<file path="config.mk">
export PLATFORM = sky130hd
export DESIGN_NAME = sbw_device_flat
export DESIGN_NICKNAME = d
export VERILOG_FILES = /design/src/hw/sbw_pkg.sv /design/src/hw/sbw_if.sv /design/src/hw/sbw_device.sv /design/src/flat_wrapper.sv
export VERILOG_INCLUDE_DIRS = /design/src /design/src/hw
export SDC_FILE = /design/constraint.sdc
export NUM_CORES = 1
export LEC_CHECK = 0
export ABC_AREA = 1
export BUFFER_PORTS_ARGS = -buffer_cell sky130_fd_sc_hd__buf_2
export CAP_MARGIN = 10
export CORE_MARGIN = 5
export CORE_UTILIZATION = 45
export DETAILED_ROUTE_END_ITERATION = 16
export GPL_TIMING_DRIVEN = 0
export PLACE_DENSITY_LB_ADDON = 0.05
export SYNTH_ARGS = -nofsm -noshare
export SYNTH_HDL_FRONTEND = slang
export SYNTH_SLANG_ARGS = --single-unit
</file>
<file path="constraint.sdc">
create_clock -name ref_clk -period 1.95 [get_ports ref_clk]
set_clock_uncertainty 0.15 [all_clocks]
set_input_delay 0.0975 -clock ref_clk [delete_from_list [all_inputs] [get_ports ref_clk]]
set_output_delay 0.0975 -clock ref_clk [all_outputs]
set_load 0.005 [all_outputs]
</file>
<file path="src/hw/sbw_regs.svh">
// register offsets, field positions, reset values and timing counts
`ifndef SBW_REGS_SVH
`define SBW_REGS_SVH

// device i/o registers, offsets from the switch-chosen base
`define SBW_OFF_BANK 16'h0000
`define SBW_OFF_SOCKET 16'h0002
`define SBW_IO_BASE_SW_OFF 16'h0210
`define SBW_IO_BASE_SW_ON 16'h0290

// banked memory window, 8 KB each, base chosen by switch
`define SBW_WIN_BASE_SW_OFF 20'hd0000
`define SBW_WIN_BASE_SW_ON 20'hd8000
`define SBW_BANK_OFS_W 13
`define SBW_BANK_W 7

// bank register fields
`define SBW_WP_BIT 7
`define SBW_BANK_RESET 8'h00
// socket register fields
`define SBW_SOCK_LSB 2
`define SBW_SOCK_HI_NIBBLE 4'h1
`define SBW_SOCK_RESET 2'h0
`define SBW_OPEN_DATA 8'hff

// chip access timing at ref_clk
`define SBW_CLK_PERIOD_NS 25
`define SBW_ACCESS_NS 150
`define SBW_ACCESS_CYC ((`SBW_ACCESS_NS + `SBW_CLK_PERIOD_NS - 1) / `SBW_CLK_PERIOD_NS)
`define SBW_SYNC_CYC 2
`define SBW_ACK_TIMEOUT_CYC 32

// host controller command registers
`define SBW_H_BANK 5'h00
`define SBW_H_SOCKET 5'h04
`define SBW_H_OFFSET 5'h08
`define SBW_H_WRITE 5'h0c
`define SBW_H_READ 5'h10
`define SBW_H_STATUS 5'h14
`define SBW_H_RDATA 5'h18
`define SBW_H_IORD 5'h1c
// bank command fields
`define SBW_H_TYPE_LSB 0
`define SBW_H_NUM_LSB 8
`define SBW_H_WP_BIT 16

`endif

</file>
<file path="src/hw/sbw_pkg.sv">
// types shared by both ends of the bank window link
package sbw_pkg;
	typedef enum logic [2:0] {
		SBW_MT_64K = 3'h0,
		SBW_MT_128K = 3'h1,
		SBW_MT_256K = 3'h2,
		SBW_MT_512K = 3'h3,
		SBW_MT_1M = 3'h4,
		SBW_MT_SRAM128 = 3'h5,
		SBW_MT_SRAM512 = 3'h6
	} sbw_mem_type_t;

	typedef enum logic [1:0] {
		SBW_DS_IDLE = 2'h0,
		SBW_DS_ACCESS = 2'h1,
		SBW_DS_SETTLE = 2'h2,
		SBW_DS_ACK = 2'h3
	} sbw_dev_state_t;

	typedef enum logic [1:0] {
		SBW_HS_IDLE = 2'h0,
		SBW_HS_WAIT = 2'h1
	} sbw_host_state_t;
endpackage

</file>
<file path="src/hw/sbw_if.sv">
// isa-style i/o and memory cycles between host and bank window
`timescale 1ns/1ps
interface sbw_if;
	logic [15:0] io_addr;
	logic [7:0] io_wdata;
	logic io_wr;
	logic io_rd;
	logic [7:0] io_rdata;
	logic [19:0] mem_addr;
	logic [7:0] mem_wdata;
	logic mem_wr;
	logic mem_rd;
	logic [7:0] mem_rdata;
	logic mem_ack;

	modport device (
		input io_addr, io_wdata, io_wr, io_rd, mem_addr, mem_wdata, mem_wr, mem_rd,
		output io_rdata, mem_rdata, mem_ack
	);
	modport host (
		output io_addr, io_wdata, io_wr, io_rd, mem_addr, mem_wdata, mem_wr, mem_rd,
		input io_rdata, mem_rdata, mem_ack
	);
endinterface

</file>
<file path="src/hw/sbw_device.sv">
// bank window device: i/o registers, window decode, socket chip access
//
// Chosen here: the plain strobed port.
`timescale 1ns/1ps
`include "sbw_regs.svh"

module sbw_device #(
	parameter int ACCESS_CYC = `SBW_ACCESS_CYC
) (
	input wire logic ref_clk,
	input wire logic rst,
	sbw_if.device bus,
	input wire logic io_base_switch,
	input wire logic window_range_switch,
	output logic [19:0] chip_addr,
	output logic [2:0] socket_enable_n,
	output logic chip_oe_n,
	output logic chip_we_n,
	output logic [7:0] chip_data_out,
	output logic chip_data_oe,
	input wire logic [7:0] chip_data_in,
	output logic write_protect_enable,
	output logic [1:0] socket_select
);
	import sbw_pkg::*;

	initial begin
		if (ACCESS_CYC < 1 || ACCESS_CYC > 255) begin
			$error("sbw_device: ACCESS_CYC out of range");
		end
	end

	// ==========================================================
	// switch and chip data synchronisers
	logic [1:0] base_sw_sync;
	logic [1:0] range_sw_sync;
	logic [7:0] rdata_meta;
	logic [7:0] rdata_sync;

	always_ff @(posedge ref_clk) begin
		if (rst) begin
			base_sw_sync <= 2'h0;
			range_sw_sync <= 2'h0;
			rdata_meta <= 8'h00;
			rdata_sync <= 8'h00;
		end else begin
			base_sw_sync <= {base_sw_sync[0], io_base_switch};
			range_sw_sync <= {range_sw_sync[0], window_range_switch};
			rdata_meta <= chip_data_in;
			rdata_sync <= rdata_meta;
		end
	end

	// ==========================================================
	// address decode
	logic [15:0] io_base;
	logic [19:0] win_base;
	logic hit_bank;
	logic hit_socket;
	logic hit_window;

	function automatic logic window_hit(input logic [19:0] addr, input logic [19:0] base);
		window_hit = addr[19:`SBW_BANK_OFS_W] == base[19:`SBW_BANK_OFS_W];
	endfunction

	always_comb begin
		io_base = base_sw_sync[1] ? `SBW_IO_BASE_SW_ON : `SBW_IO_BASE_SW_OFF;
		win_base = range_sw_sync[1] ? `SBW_WIN_BASE_SW_ON : `SBW_WIN_BASE_SW_OFF;
		hit_bank = bus.io_addr == io_base + `SBW_OFF_BANK;
		hit_socket = bus.io_addr == io_base + `SBW_OFF_SOCKET;
		hit_window = window_hit(bus.mem_addr, win_base);
	end

	// ==========================================================
	// i/o registers
	logic [7:0] bank_and_protect;
	logic [1:0] socket_choice;
	logic [7:0] io_rdata_q;
	logic [7:0] next_bank_and_protect;
	logic [1:0] next_socket_choice;
	logic [7:0] next_io_rdata;

	always_comb begin
		next_bank_and_protect = bank_and_protect;
		next_socket_choice = socket_choice;
		next_io_rdata = 8'h00;
		if (bus.io_wr && hit_bank) begin
			next_bank_and_protect = bus.io_wdata;
		end
		if (bus.io_wr && hit_socket) begin
			next_socket_choice = bus.io_wdata[`SBW_SOCK_LSB +: 2];
		end
		if (bus.io_rd && hit_bank) begin
			next_io_rdata = bank_and_protect;
		end else if (bus.io_rd && hit_socket) begin
			next_io_rdata = {`SBW_SOCK_HI_NIBBLE, socket_choice, 2'h0};
		end
	end

	always_ff @(posedge ref_clk) begin
		if (rst) begin
			bank_and_protect <= `SBW_BANK_RESET;
			socket_choice <= `SBW_SOCK_RESET;
			io_rdata_q <= 8'h00;
		end else begin
			bank_and_protect <= next_bank_and_protect;
			socket_choice <= next_socket_choice;
			io_rdata_q <= next_io_rdata;
		end
	end

	assign bus.io_rdata = io_rdata_q;
	assign write_protect_enable = bank_and_protect[`SBW_WP_BIT];
	assign socket_select = socket_choice;

	// ==========================================================
	// memory cycle sequencer
	sbw_dev_state_t state;
	sbw_dev_state_t next_state;
	logic [7:0] cnt;
	logic [7:0] next_cnt;
	logic is_write;
	logic next_is_write;
	logic [19:0] addr_q;
	logic [19:0] next_addr_q;
	logic [7:0] wdata_q;
	logic [7:0] next_wdata_q;
	logic [7:0] mem_rdata_q;
	logic [7:0] next_mem_rdata;
	logic [2:0] sock_en_q;
	logic [2:0] next_sock_en;
	logic oe_q;
	logic next_oe;
	logic we_q;
	logic next_we;
	logic drive_q;
	logic next_drive;

	function automatic logic [2:0] socket_decode(input logic [1:0] sel);
		case (sel)
			2'h1: socket_decode = 3'h1;
			2'h2: socket_decode = 3'h2;
			2'h3: socket_decode = 3'h4;
			default: socket_decode = 3'h0;
		endcase
	endfunction

	always_comb begin
		next_state = state;
		next_cnt = cnt;
		next_is_write = is_write;
		next_addr_q = addr_q;
		next_wdata_q = wdata_q;
		next_mem_rdata = mem_rdata_q;
		next_sock_en = sock_en_q;
		next_oe = 1'b0;
		next_we = 1'b0;
		next_drive = 1'b0;
		case (state)
			SBW_DS_IDLE: begin
				if ((bus.mem_rd || bus.mem_wr) && hit_window) begin
					next_state = SBW_DS_ACCESS;
					next_cnt = 8'(ACCESS_CYC);
					next_is_write = bus.mem_wr;
					// one bank per access, numbered from zero on each chip
					next_addr_q = {bank_and_protect[`SBW_BANK_W-1:0],
						bus.mem_addr[`SBW_BANK_OFS_W-1:0]};
					next_wdata_q = bus.mem_wdata;
					next_sock_en = socket_decode(socket_choice);
					next_oe = ~bus.mem_wr;
					next_we = bus.mem_wr && !bank_and_protect[`SBW_WP_BIT];
					next_drive = bus.mem_wr;
				end
			end
			SBW_DS_ACCESS: begin
				next_oe = ~is_write;
				next_we = is_write && !bank_and_protect[`SBW_WP_BIT];
				next_drive = is_write;
				next_cnt = cnt - 8'h01;
				if (cnt == 8'h01) begin
					next_we = 1'b0;
					next_state = SBW_DS_SETTLE;
					next_cnt = 8'(`SBW_SYNC_CYC);
				end
			end
			SBW_DS_SETTLE: begin
				// hold oe until read data crossed the two sample flops
				next_oe = ~is_write;
				next_drive = is_write;
				next_cnt = cnt - 8'h01;
				if (cnt == 8'h01) begin
					next_state = SBW_DS_ACK;
					next_mem_rdata = sock_en_q == 3'h0 ? `SBW_OPEN_DATA : rdata_sync;
				end
			end
			SBW_DS_ACK: begin
				next_state = SBW_DS_IDLE;
				next_sock_en = 3'h0;
			end
			default: begin
				next_state = SBW_DS_IDLE;
			end
		endcase
	end

	always_ff @(posedge ref_clk) begin
		if (rst) begin
			state <= SBW_DS_IDLE;
			cnt <= 8'h00;
			is_write <= 1'b0;
			addr_q <= 20'h00000;
			wdata_q <= 8'h00;
			mem_rdata_q <= 8'h00;
			sock_en_q <= 3'h0;
			oe_q <= 1'b0;
			we_q <= 1'b0;
			drive_q <= 1'b0;
		end else begin
			state <= next_state;
			cnt <= next_cnt;
			is_write <= next_is_write;
			addr_q <= next_addr_q;
			wdata_q <= next_wdata_q;
			mem_rdata_q <= next_mem_rdata;
			sock_en_q <= next_sock_en;
			oe_q <= next_oe;
			we_q <= next_we;
			drive_q <= next_drive;
		end
	end

	// chip strobes only reach an enabled socket
	assign chip_addr = addr_q;
	assign socket_enable_n = ~sock_en_q;
	assign chip_oe_n = ~(oe_q && sock_en_q != 3'h0);
	assign chip_we_n = ~(we_q && sock_en_q != 3'h0);
	assign chip_data_out = wdata_q;
	assign chip_data_oe = drive_q && sock_en_q != 3'h0;
	assign bus.mem_rdata = mem_rdata_q;
	assign bus.mem_ack = state == SBW_DS_ACK;
endmodule

</file>
<file path="src/flat_wrapper.sv">
// flat-port wrapper written by rule: the top's interface ports become plain ports
module sbw_device_flat import sbw_pkg::*;
#(
	parameter int ACCESS_CYC = `SBW_ACCESS_CYC
)
  (ref_clk, rst, io_base_switch, window_range_switch, chip_addr, socket_enable_n, chip_oe_n, chip_we_n, chip_data_out, chip_data_oe, chip_data_in, write_protect_enable, socket_select, bus_io_addr, bus_io_wdata, bus_io_wr, bus_io_rd, bus_mem_addr, bus_mem_wdata, bus_mem_wr, bus_mem_rd, bus_io_rdata, bus_mem_rdata, bus_mem_ack);
  sbw_if bus_i ();
  input wire logic ref_clk;
  input wire logic rst;
  input wire logic io_base_switch;
  input wire logic window_range_switch;
  output logic [19:0] chip_addr;
  output logic [2:0] socket_enable_n;
  output logic chip_oe_n;
  output logic chip_we_n;
  output logic [7:0] chip_data_out;
  output logic chip_data_oe;
  input wire logic [7:0] chip_data_in;
  output logic write_protect_enable;
  output logic [1:0] socket_select;
  input wire logic [$bits(bus_i.io_addr)-1:0] bus_io_addr;
  input wire logic [$bits(bus_i.io_wdata)-1:0] bus_io_wdata;
  input wire logic [$bits(bus_i.io_wr)-1:0] bus_io_wr;
  input wire logic [$bits(bus_i.io_rd)-1:0] bus_io_rd;
  input wire logic [$bits(bus_i.mem_addr)-1:0] bus_mem_addr;
  input wire logic [$bits(bus_i.mem_wdata)-1:0] bus_mem_wdata;
  input wire logic [$bits(bus_i.mem_wr)-1:0] bus_mem_wr;
  input wire logic [$bits(bus_i.mem_rd)-1:0] bus_mem_rd;
  output wire logic [$bits(bus_i.io_rdata)-1:0] bus_io_rdata;
  output wire logic [$bits(bus_i.mem_rdata)-1:0] bus_mem_rdata;
  output wire logic [$bits(bus_i.mem_ack)-1:0] bus_mem_ack;
  assign bus_i.io_addr = bus_io_addr;
  assign bus_i.io_wdata = bus_io_wdata;
  assign bus_i.io_wr = bus_io_wr;
  assign bus_i.io_rd = bus_io_rd;
  assign bus_i.mem_addr = bus_mem_addr;
  assign bus_i.mem_wdata = bus_mem_wdata;
  assign bus_i.mem_wr = bus_mem_wr;
  assign bus_i.mem_rd = bus_mem_rd;
  assign bus_io_rdata = bus_i.io_rdata;
  assign bus_mem_rdata = bus_i.mem_rdata;
  assign bus_mem_ack = bus_i.mem_ack;
  sbw_device #(.ACCESS_CYC(ACCESS_CYC)) u_core (.ref_clk(ref_clk), .rst(rst), .bus(bus_i), .io_base_switch(io_base_switch), .window_range_switch(window_range_switch), .chip_addr(chip_addr), .socket_enable_n(socket_enable_n), .chip_oe_n(chip_oe_n), .chip_we_n(chip_we_n), .chip_data_out(chip_data_out), .chip_data_oe(chip_data_oe), .chip_data_in(chip_data_in), .write_protect_enable(write_protect_enable), .socket_select(socket_select));
endmodule
</file>
Yosys cells after proc, flatten, opt, wreduce, memory -nomap -nowiden
Cells that the tools add are included.
W data, S select, Z words.
{"block": "totals", "ff_bits": 91, "word_cells": 82}
{"block": "op_classes", "n_eq_ne": 13, "bitwise": 5, "n_reduce_logical": 23, "add_sub_neg": 2, "mux": 22}
{"op": "$mux W8", "count": 5}
{"op": "$eq A16 B16 Y1", "count": 2}
{"op": "$pmux W8 S3", "count": 1}
{"op": "$add A16 B2 Y16 const B", "count": 1}
{"op": "$mux W16", "count": 1}
{"op": "$logic_and A1 B1 Y1", "count": 10}
{"op": "$pmux W3 S3", "count": 1}
{"op": "$eq A2 B2 Y1 const B", "count": 4}
{"op": "$eq A8 B1 Y1 const B", "count": 1}
{"op": "$pmux W2 S4", "count": 1}
{"op": "$reduce_and A2 Y1", "count": 4}
{"op": "$sub A8 B1 Y8 const B", "count": 1}
{"op": "$eq A7 B7 Y1", "count": 1}
{"op": "$mux W2", "count": 3}
{"op": "$ne A2 B1 Y1 const B", "count": 3}
{"op": "$pmux W1 S2", "count": 3}
{"op": "$pmux W3 S2", "count": 1}
{"op": "$reduce_bool A3 Y1", "count": 2}
{"op": "$mux W5", "count": 1}
{"op": "$eq A2 B1 Y1 const B", "count": 2}
{"op": "$mux W1", "count": 4}
{"op": "$not A1 Y1", "count": 4}
{"op": "$logic_not A3 Y1", "count": 1}
{"op": "$mux W3", "count": 1}
{"op": "other kinds (7)", "count": 7}

Depth between registers and ports, before layout
{"block": "logic_depth", "ltp_word": 6, "mapped_depth": 9}

Least setup slack after synthesis
OpenSTA, ideal clock, no wires.
{"block": "synth_path", "path_kind": "register to register", "start": "reg u_core.state[0]", "end": "reg u_core.sock_en_q[0]", "period_less_slack_ns": 1.519, "arrival_ns": 1.255, "path_buffers": 0, "setup_slack_ns": 0.431, "path_stages_with_launch": 7, "t_required_ns": 1.686, "setup_ns": 0.114, "path_cell_list": "dfxtp_1 -> inv_1 -> ha_1 -> o21ai_0 -> nand2_1 -> nand2_1 -> nor2_1"}
{"block": "synth_via", "elab_chain_cells": 3}
{"element": "from (decl)", "line_no": "sbw_device.sv:118", "text": "sbw_dev_state_t state;"}
{"element": "from (signal assigned)", "line_no": "sbw_device.sv:219", "text": "state <= next_state;"}
{"element": "$logic_not A2 Y1 or $eq A2 B2 Y1 (tied branches)", "line_no": "sbw_device.sv:159", "text": "case (state)"}
{"element": "$ne A2 B1 Y1 (no source line) or $reduce_bool A2 Y1 (tied branches)"}
{"element": "$reduce_and A2 Y1 (no source line)"}
{"element": "to (signal assigned)", "line_no": "sbw_device.sv:225", "text": "sock_en_q <= next_sock_en;"}
{"element": "to (decl)", "line_no": "sbw_device.sv:130", "text": "logic [2:0] sock_en_q;"}
Parallel ways exist; a longest one is shown, timed or not.
A chain may end at the register's enable or synchronous reset.

Worst setup path in the final report
{"block": "layout_path", "start": "reg u_core.base_sw_sync[1]", "end": "reg u_core.socket_choice[0] (netlist: u_core.socket_select[0])"}
{"block": "layout_via", "elab_chain_cells": 4}
{"element": "from (decl)", "line_no": "sbw_device.sv:35", "text": "logic [1:0] base_sw_sync;"}
{"element": "from (signal assigned)", "line_no": "sbw_device.sv:47", "text": "base_sw_sync <= {base_sw_sync[0], io_base_switch};"}
{"element": "$mux W8 (no source line)"}
{"element": "$add A16 B2 Y16 (no source line)"}
{"element": "$eq A16 B16 Y1 (no source line)"}
{"element": "$logic_and A1 B1 Y1", "line_no": "sbw_device.sv:90", "text": "if (bus.io_wr && hit_socket) begin"}
{"element": "to (signal assigned)", "line_no": "sbw_device.sv:103", "text": "socket_choice <= `SBW_SOCK_RESET;"}
{"element": "to (signal assigned)", "line_no": "sbw_device.sv:107", "text": "socket_choice <= next_socket_choice;"}
{"element": "to (decl)", "line_no": "sbw_device.sv:77", "text": "logic [1:0] socket_choice;"}
No other way between the ends.

==> impl_summary.txt <==
----------------------------------------------------
[Logic synthesis]
  Synthesized flop and latch total ... 91
  Number of standard cells after synthesis ... 477
  Post-Synthesis Cell Area ... 3590 sq um
  Share of synthesized area occupied by flip-flops and latches ... 50.8%
  Mean Syn Cell Area ... 7.52 sq um
  Cell taking the most area after synthesis ... sky130_fd_sc_hd__dfxtp_1
  Number of distinct library cell variants in the gate-level netlist after synthesis ... 27
  Synth top area share ... 50.8%
  Leading cell types by total area after synthesis ... sky130_fd_sc_hd__dfxtp_1 (51%), sky130_fd_sc_hd__nor2_1 (10%), sky130_fd_sc_hd__inv_1 (7.1%)
  Number of warnings printed during yosys synthesis ... 0
  Number of nets in the synthesized netlist ... 551

[Floorplan]
  Total core area ... 7730 sq um
  Die area ... 9850 sq um
  Initial core utilization ... 46.4%
  Number of placement rows ... 32
  Top-Level Pins ... 122
  Height of the die ... 99.3 microns
  Horizontal extent of the die ... 99.3 microns

[Finish]
  Number of antenna cells inserted ... 0
  # nets final ... 726
  P&R area growth vs syn ... 39.5%
  Fill count ... 709
  Share of final-layout standard cells stronger than drive strength 1 ... 23.7%

[Worst setup path]
  Crit-path max FO ... 6
  Element type at the critical path start ... flip-flop
  Library cell contributing the largest single delay on the critical path ... sky130_fd_sc_hd__dlygate4sd3_1
  Endpoint arrival time on the critical path ... 1.99 ns
  Worst Setup Path Type ... reg -> reg
  WP data required ... 2.05 ns
  Series of cell instances along the critical path ... xor2_1 > nor2_1 > and2_1 > buf_4 > nand2_1 > nor2_2 > a21oi_1 > dlygate4sd3_1
  Slowest stage delay, CP ... 0.55 ns
  Endpoint kind of the worst setup timing path ... flip-flop

[Timing]
  Post-route setup slack ... 0.0602 ns
  Slew HR ... 66.2%
  Least-Margin Pin Slew ... 0.504 ns
  Number of setup violations in the final report ... 0
  Part of the cycle the worst path needs ... 96.9%
  Summed negative setup slack over all endpoints ... 0 ns
  Final critical-path required period ... 1.89 ns
  Number of endpoints with negative hold slack in the final report ... 0
  Setup repair after global routing missed its margin ... yes
  Maximum achievable frequency ... 529 MHz
  Final slew viol count ... 0

[Clocking]
  Clk Tree Root Cell ... sky130_fd_sc_hd__clkbuf_8
  Max H-tree Level ... 3
  Clock transition at path regs ... 0.10 ns
  Number of CTS-inserted buffers ... 9
  Clock Latency Late Sink ... 0.36 ns
  Sinks on the clock net ... 91
  CTS tree ... done
  Clock tree buffer depth ... 2
  Setup Buffers After CTS ... 0

[Route]
  Via density ... 4.58
  Vias after detailed routing ... 3,477
  Residual DRC ... 0
  Routed length per instance ... 12.4 microns
  Antenna Nets Post-Route ... 0
  1st-pass router iterations ... 4
  DRC violation total after the first TritonRoute iteration ... 188
  Final WL ... 9440 microns

[Placement]
  GP Congestion ... 0.885
  Placement-stage worst setup slack ... 0.0614 ns
  Post-DP HPWL ... 6680 microns
  Port-buffer cells ... 120

[Global routing]
  Vias in the first global route ... 3,404
  Leftover overflow at the end of global routing ... 0
  Initial antenna violation count ... 0
  Pin count of the biggest net entering global routing ... 20
  All-layer global routing usage ... 19.3%
  Global-route wire length before repair ... 15,500 microns

[Worst hold path]
  Path category of the worst min-delay check ... in -> reg

[Job]
  Max-capacitance violation count ... 0

[Pwr]
  Leak pwr ... 2.39 nW
  Peak supply drop ... 0.423 mV
  Power per cell area ... 873 nW/um^2

[Status]
  Status ... finished, final reports clean

----------------------------------------------------
cells by family after synthesis:
logic type                 synth area share, %
AOI/OAI and AO/OA                         11.9
xor gates and xnor gates                  1.47
adders and majority gates                 2.09
buffers and inverters                     9.32
DFF                                       50.8
and+or+nand+nor                           24.4
per-stage QoR:
stage                     hold slack (ns)  utilization [%]  power [W]  instances  cell area (sq um)
final                              0.0131             64.7    0.00437        759               5000
after floorplan                    0.0545                -    0.00277        477               3590
after detailed placement            0.153             55.8    0.00303        699               4310
after CTS                        0.000170             64.3    0.00437        759               4970
after global routing               0.0245             64.7    0.00464        759               5000
after global placement              0.145             55.8    0.00302        699               4310
registers in the layout, summed over array words and instances (netlist names):
| register | flops |
|---|---|
| u_core.rdata_sync | 8 |
| u_core.bank_and_protect | 8 |
| u_core.is_write | 1 |
| u_core.chip_data_out | 8 |
| u_core.we_q | 1 |
| u_core.bus.io_rdata | 8 |
| u_core.socket_select | 2 |
| u_core.sock_en_q | 3 |
| u_core.cnt | 8 |
| u_core.drive_q | 1 |
| u_core.base_sw_sync | 2 |
| u_core.oe_q | 1 |
| u_core.rdata_meta | 8 |
| u_core.state | 2 |
| u_core.bus.mem_rdata | 8 |
| u_core.range_sw_sync | 2 |
| u_core.chip_addr | 20 |
layout make-up:
| class | instances | area (sq um) | area share (%) |
|---|---|---|---|
| well taps | 102 | 128 | 2.55 |
| inverters | 69 | 262 | 5.23 |
| clock buffers | 9 | 124 | 2.48 |
| plain buffers | 15 | 77.6 | 1.55 |
| multi-input cells | 302 | 1460 | 29.2 |
| repair buffers | 164 | 1040 | 20.8 |
| clock inverters | 7 | 86.3 | 1.73 |
| flip-flops and latches | 91 | 1820 | 36.4 |
power breakdown:
part           internal [W]  total (W)  switching, W
combinational      0.000435    0.00108      0.000645
clock              0.000510    0.00127      0.000757
sequential          0.00195    0.00202     0.0000666
synth_stat cells (all sizes together):
library cell,n
xnor2,3
nand2,68
o22ai,1
inv,69
nor2,102
buf,6
and2,1
o21ai,48
nand3,16
nor3,9
o211ai,1
nand4,10
clkbuf,9
xor2,3
ha,6
dfxtp,91
a21oi,34
worst paths after layout:
kind | depth (start not counted) | slack (ns) | start | end
worst max register to register | 8 | 0.06 | u_core.base_sw_sync[1]$_SDFF_PP0_ | u_core.socket_select[0]$_SDFFE_PP0P_
worst max-delay path | 8 | 0.06 | u_core.base_sw_sync[1]$_SDFF_PP0_ | u_core.socket_select[0]$_SDFFE_PP0P_
worst min-delay path | 4 | 0.01 | bus_io_addr[1] | u_core.bus.io_rdata[5]$_SDFF_PP0_
worst min register to register | 2 | 0.26 | u_core.rdata_meta[3]$_SDFF_PP0_ | u_core.rdata_sync[3]$_SDFF_PP0_
what timing repair did:
| item | in CTS | in global routing |
|---|---|---|
| gates cloned | 0 | 0 |
| pin swaps | 0 | 0 |
| setup endpoints to repair | 3 | 10 |
| hold buffers | 44 | 0 |
| endpoints found under the hold margin | 51 | 0 |
| resized for setup | 1 | 8 |
cells in the final DEF, fill, tap and decap left out, types with 5 or more instances in the layout:
master / Yosys / layout
sky130_fd_sc_hd__buf_2: 3 / 122
sky130_fd_sc_hd__o21ai_0: 48 / 47
sky130_fd_sc_hd__nand3_1: 15 / 15
sky130_fd_sc_hd__clkbuf_8: 0 / 9
sky130_fd_sc_hd__a21oi_1: 33 / 33
sky130_fd_sc_hd__nand2_1: 67 / 67
sky130_fd_sc_hd__ha_1: 6 / 5
sky130_fd_sc_hd__nor3_1: 7 / 6
sky130_fd_sc_hd__nand4_1: 8 / 8
sky130_fd_sc_hd__clkbuf_1: 9 / 9
sky130_fd_sc_hd__inv_1: 68 / 68
sky130_fd_sc_hd__dlygate4sd3_1: 0 / 44
sky130_fd_sc_hd__dfxtp_1: 91 / 91
sky130_fd_sc_hd__nor2_1: 99 / 98
worst max-delay path: cells and delay by family, from the launching register on:
family / cells / cell delay [ns]
AOI/OAI and AO/OA: 1 / 0.08
xor gates and xnor gates: 1 / 0.17
DFF: 1 / 0.32
and+or+nand+nor: 4 / 0.39
buffers and inverters: 2 / 0.69
layer usage:
layer / vias up / global-route usage [%] / routed length, microns
met2: 109 / 32.9 / 4450
met5: - / 0 / 0
met1: 1500 / 23.8 / 4110
met4: 0 / 6.83 / 176
li1: 1851 / - / -
met3: 17 / 4.49 / 699
Note: power is estimated with default switching activity, not from simulation.
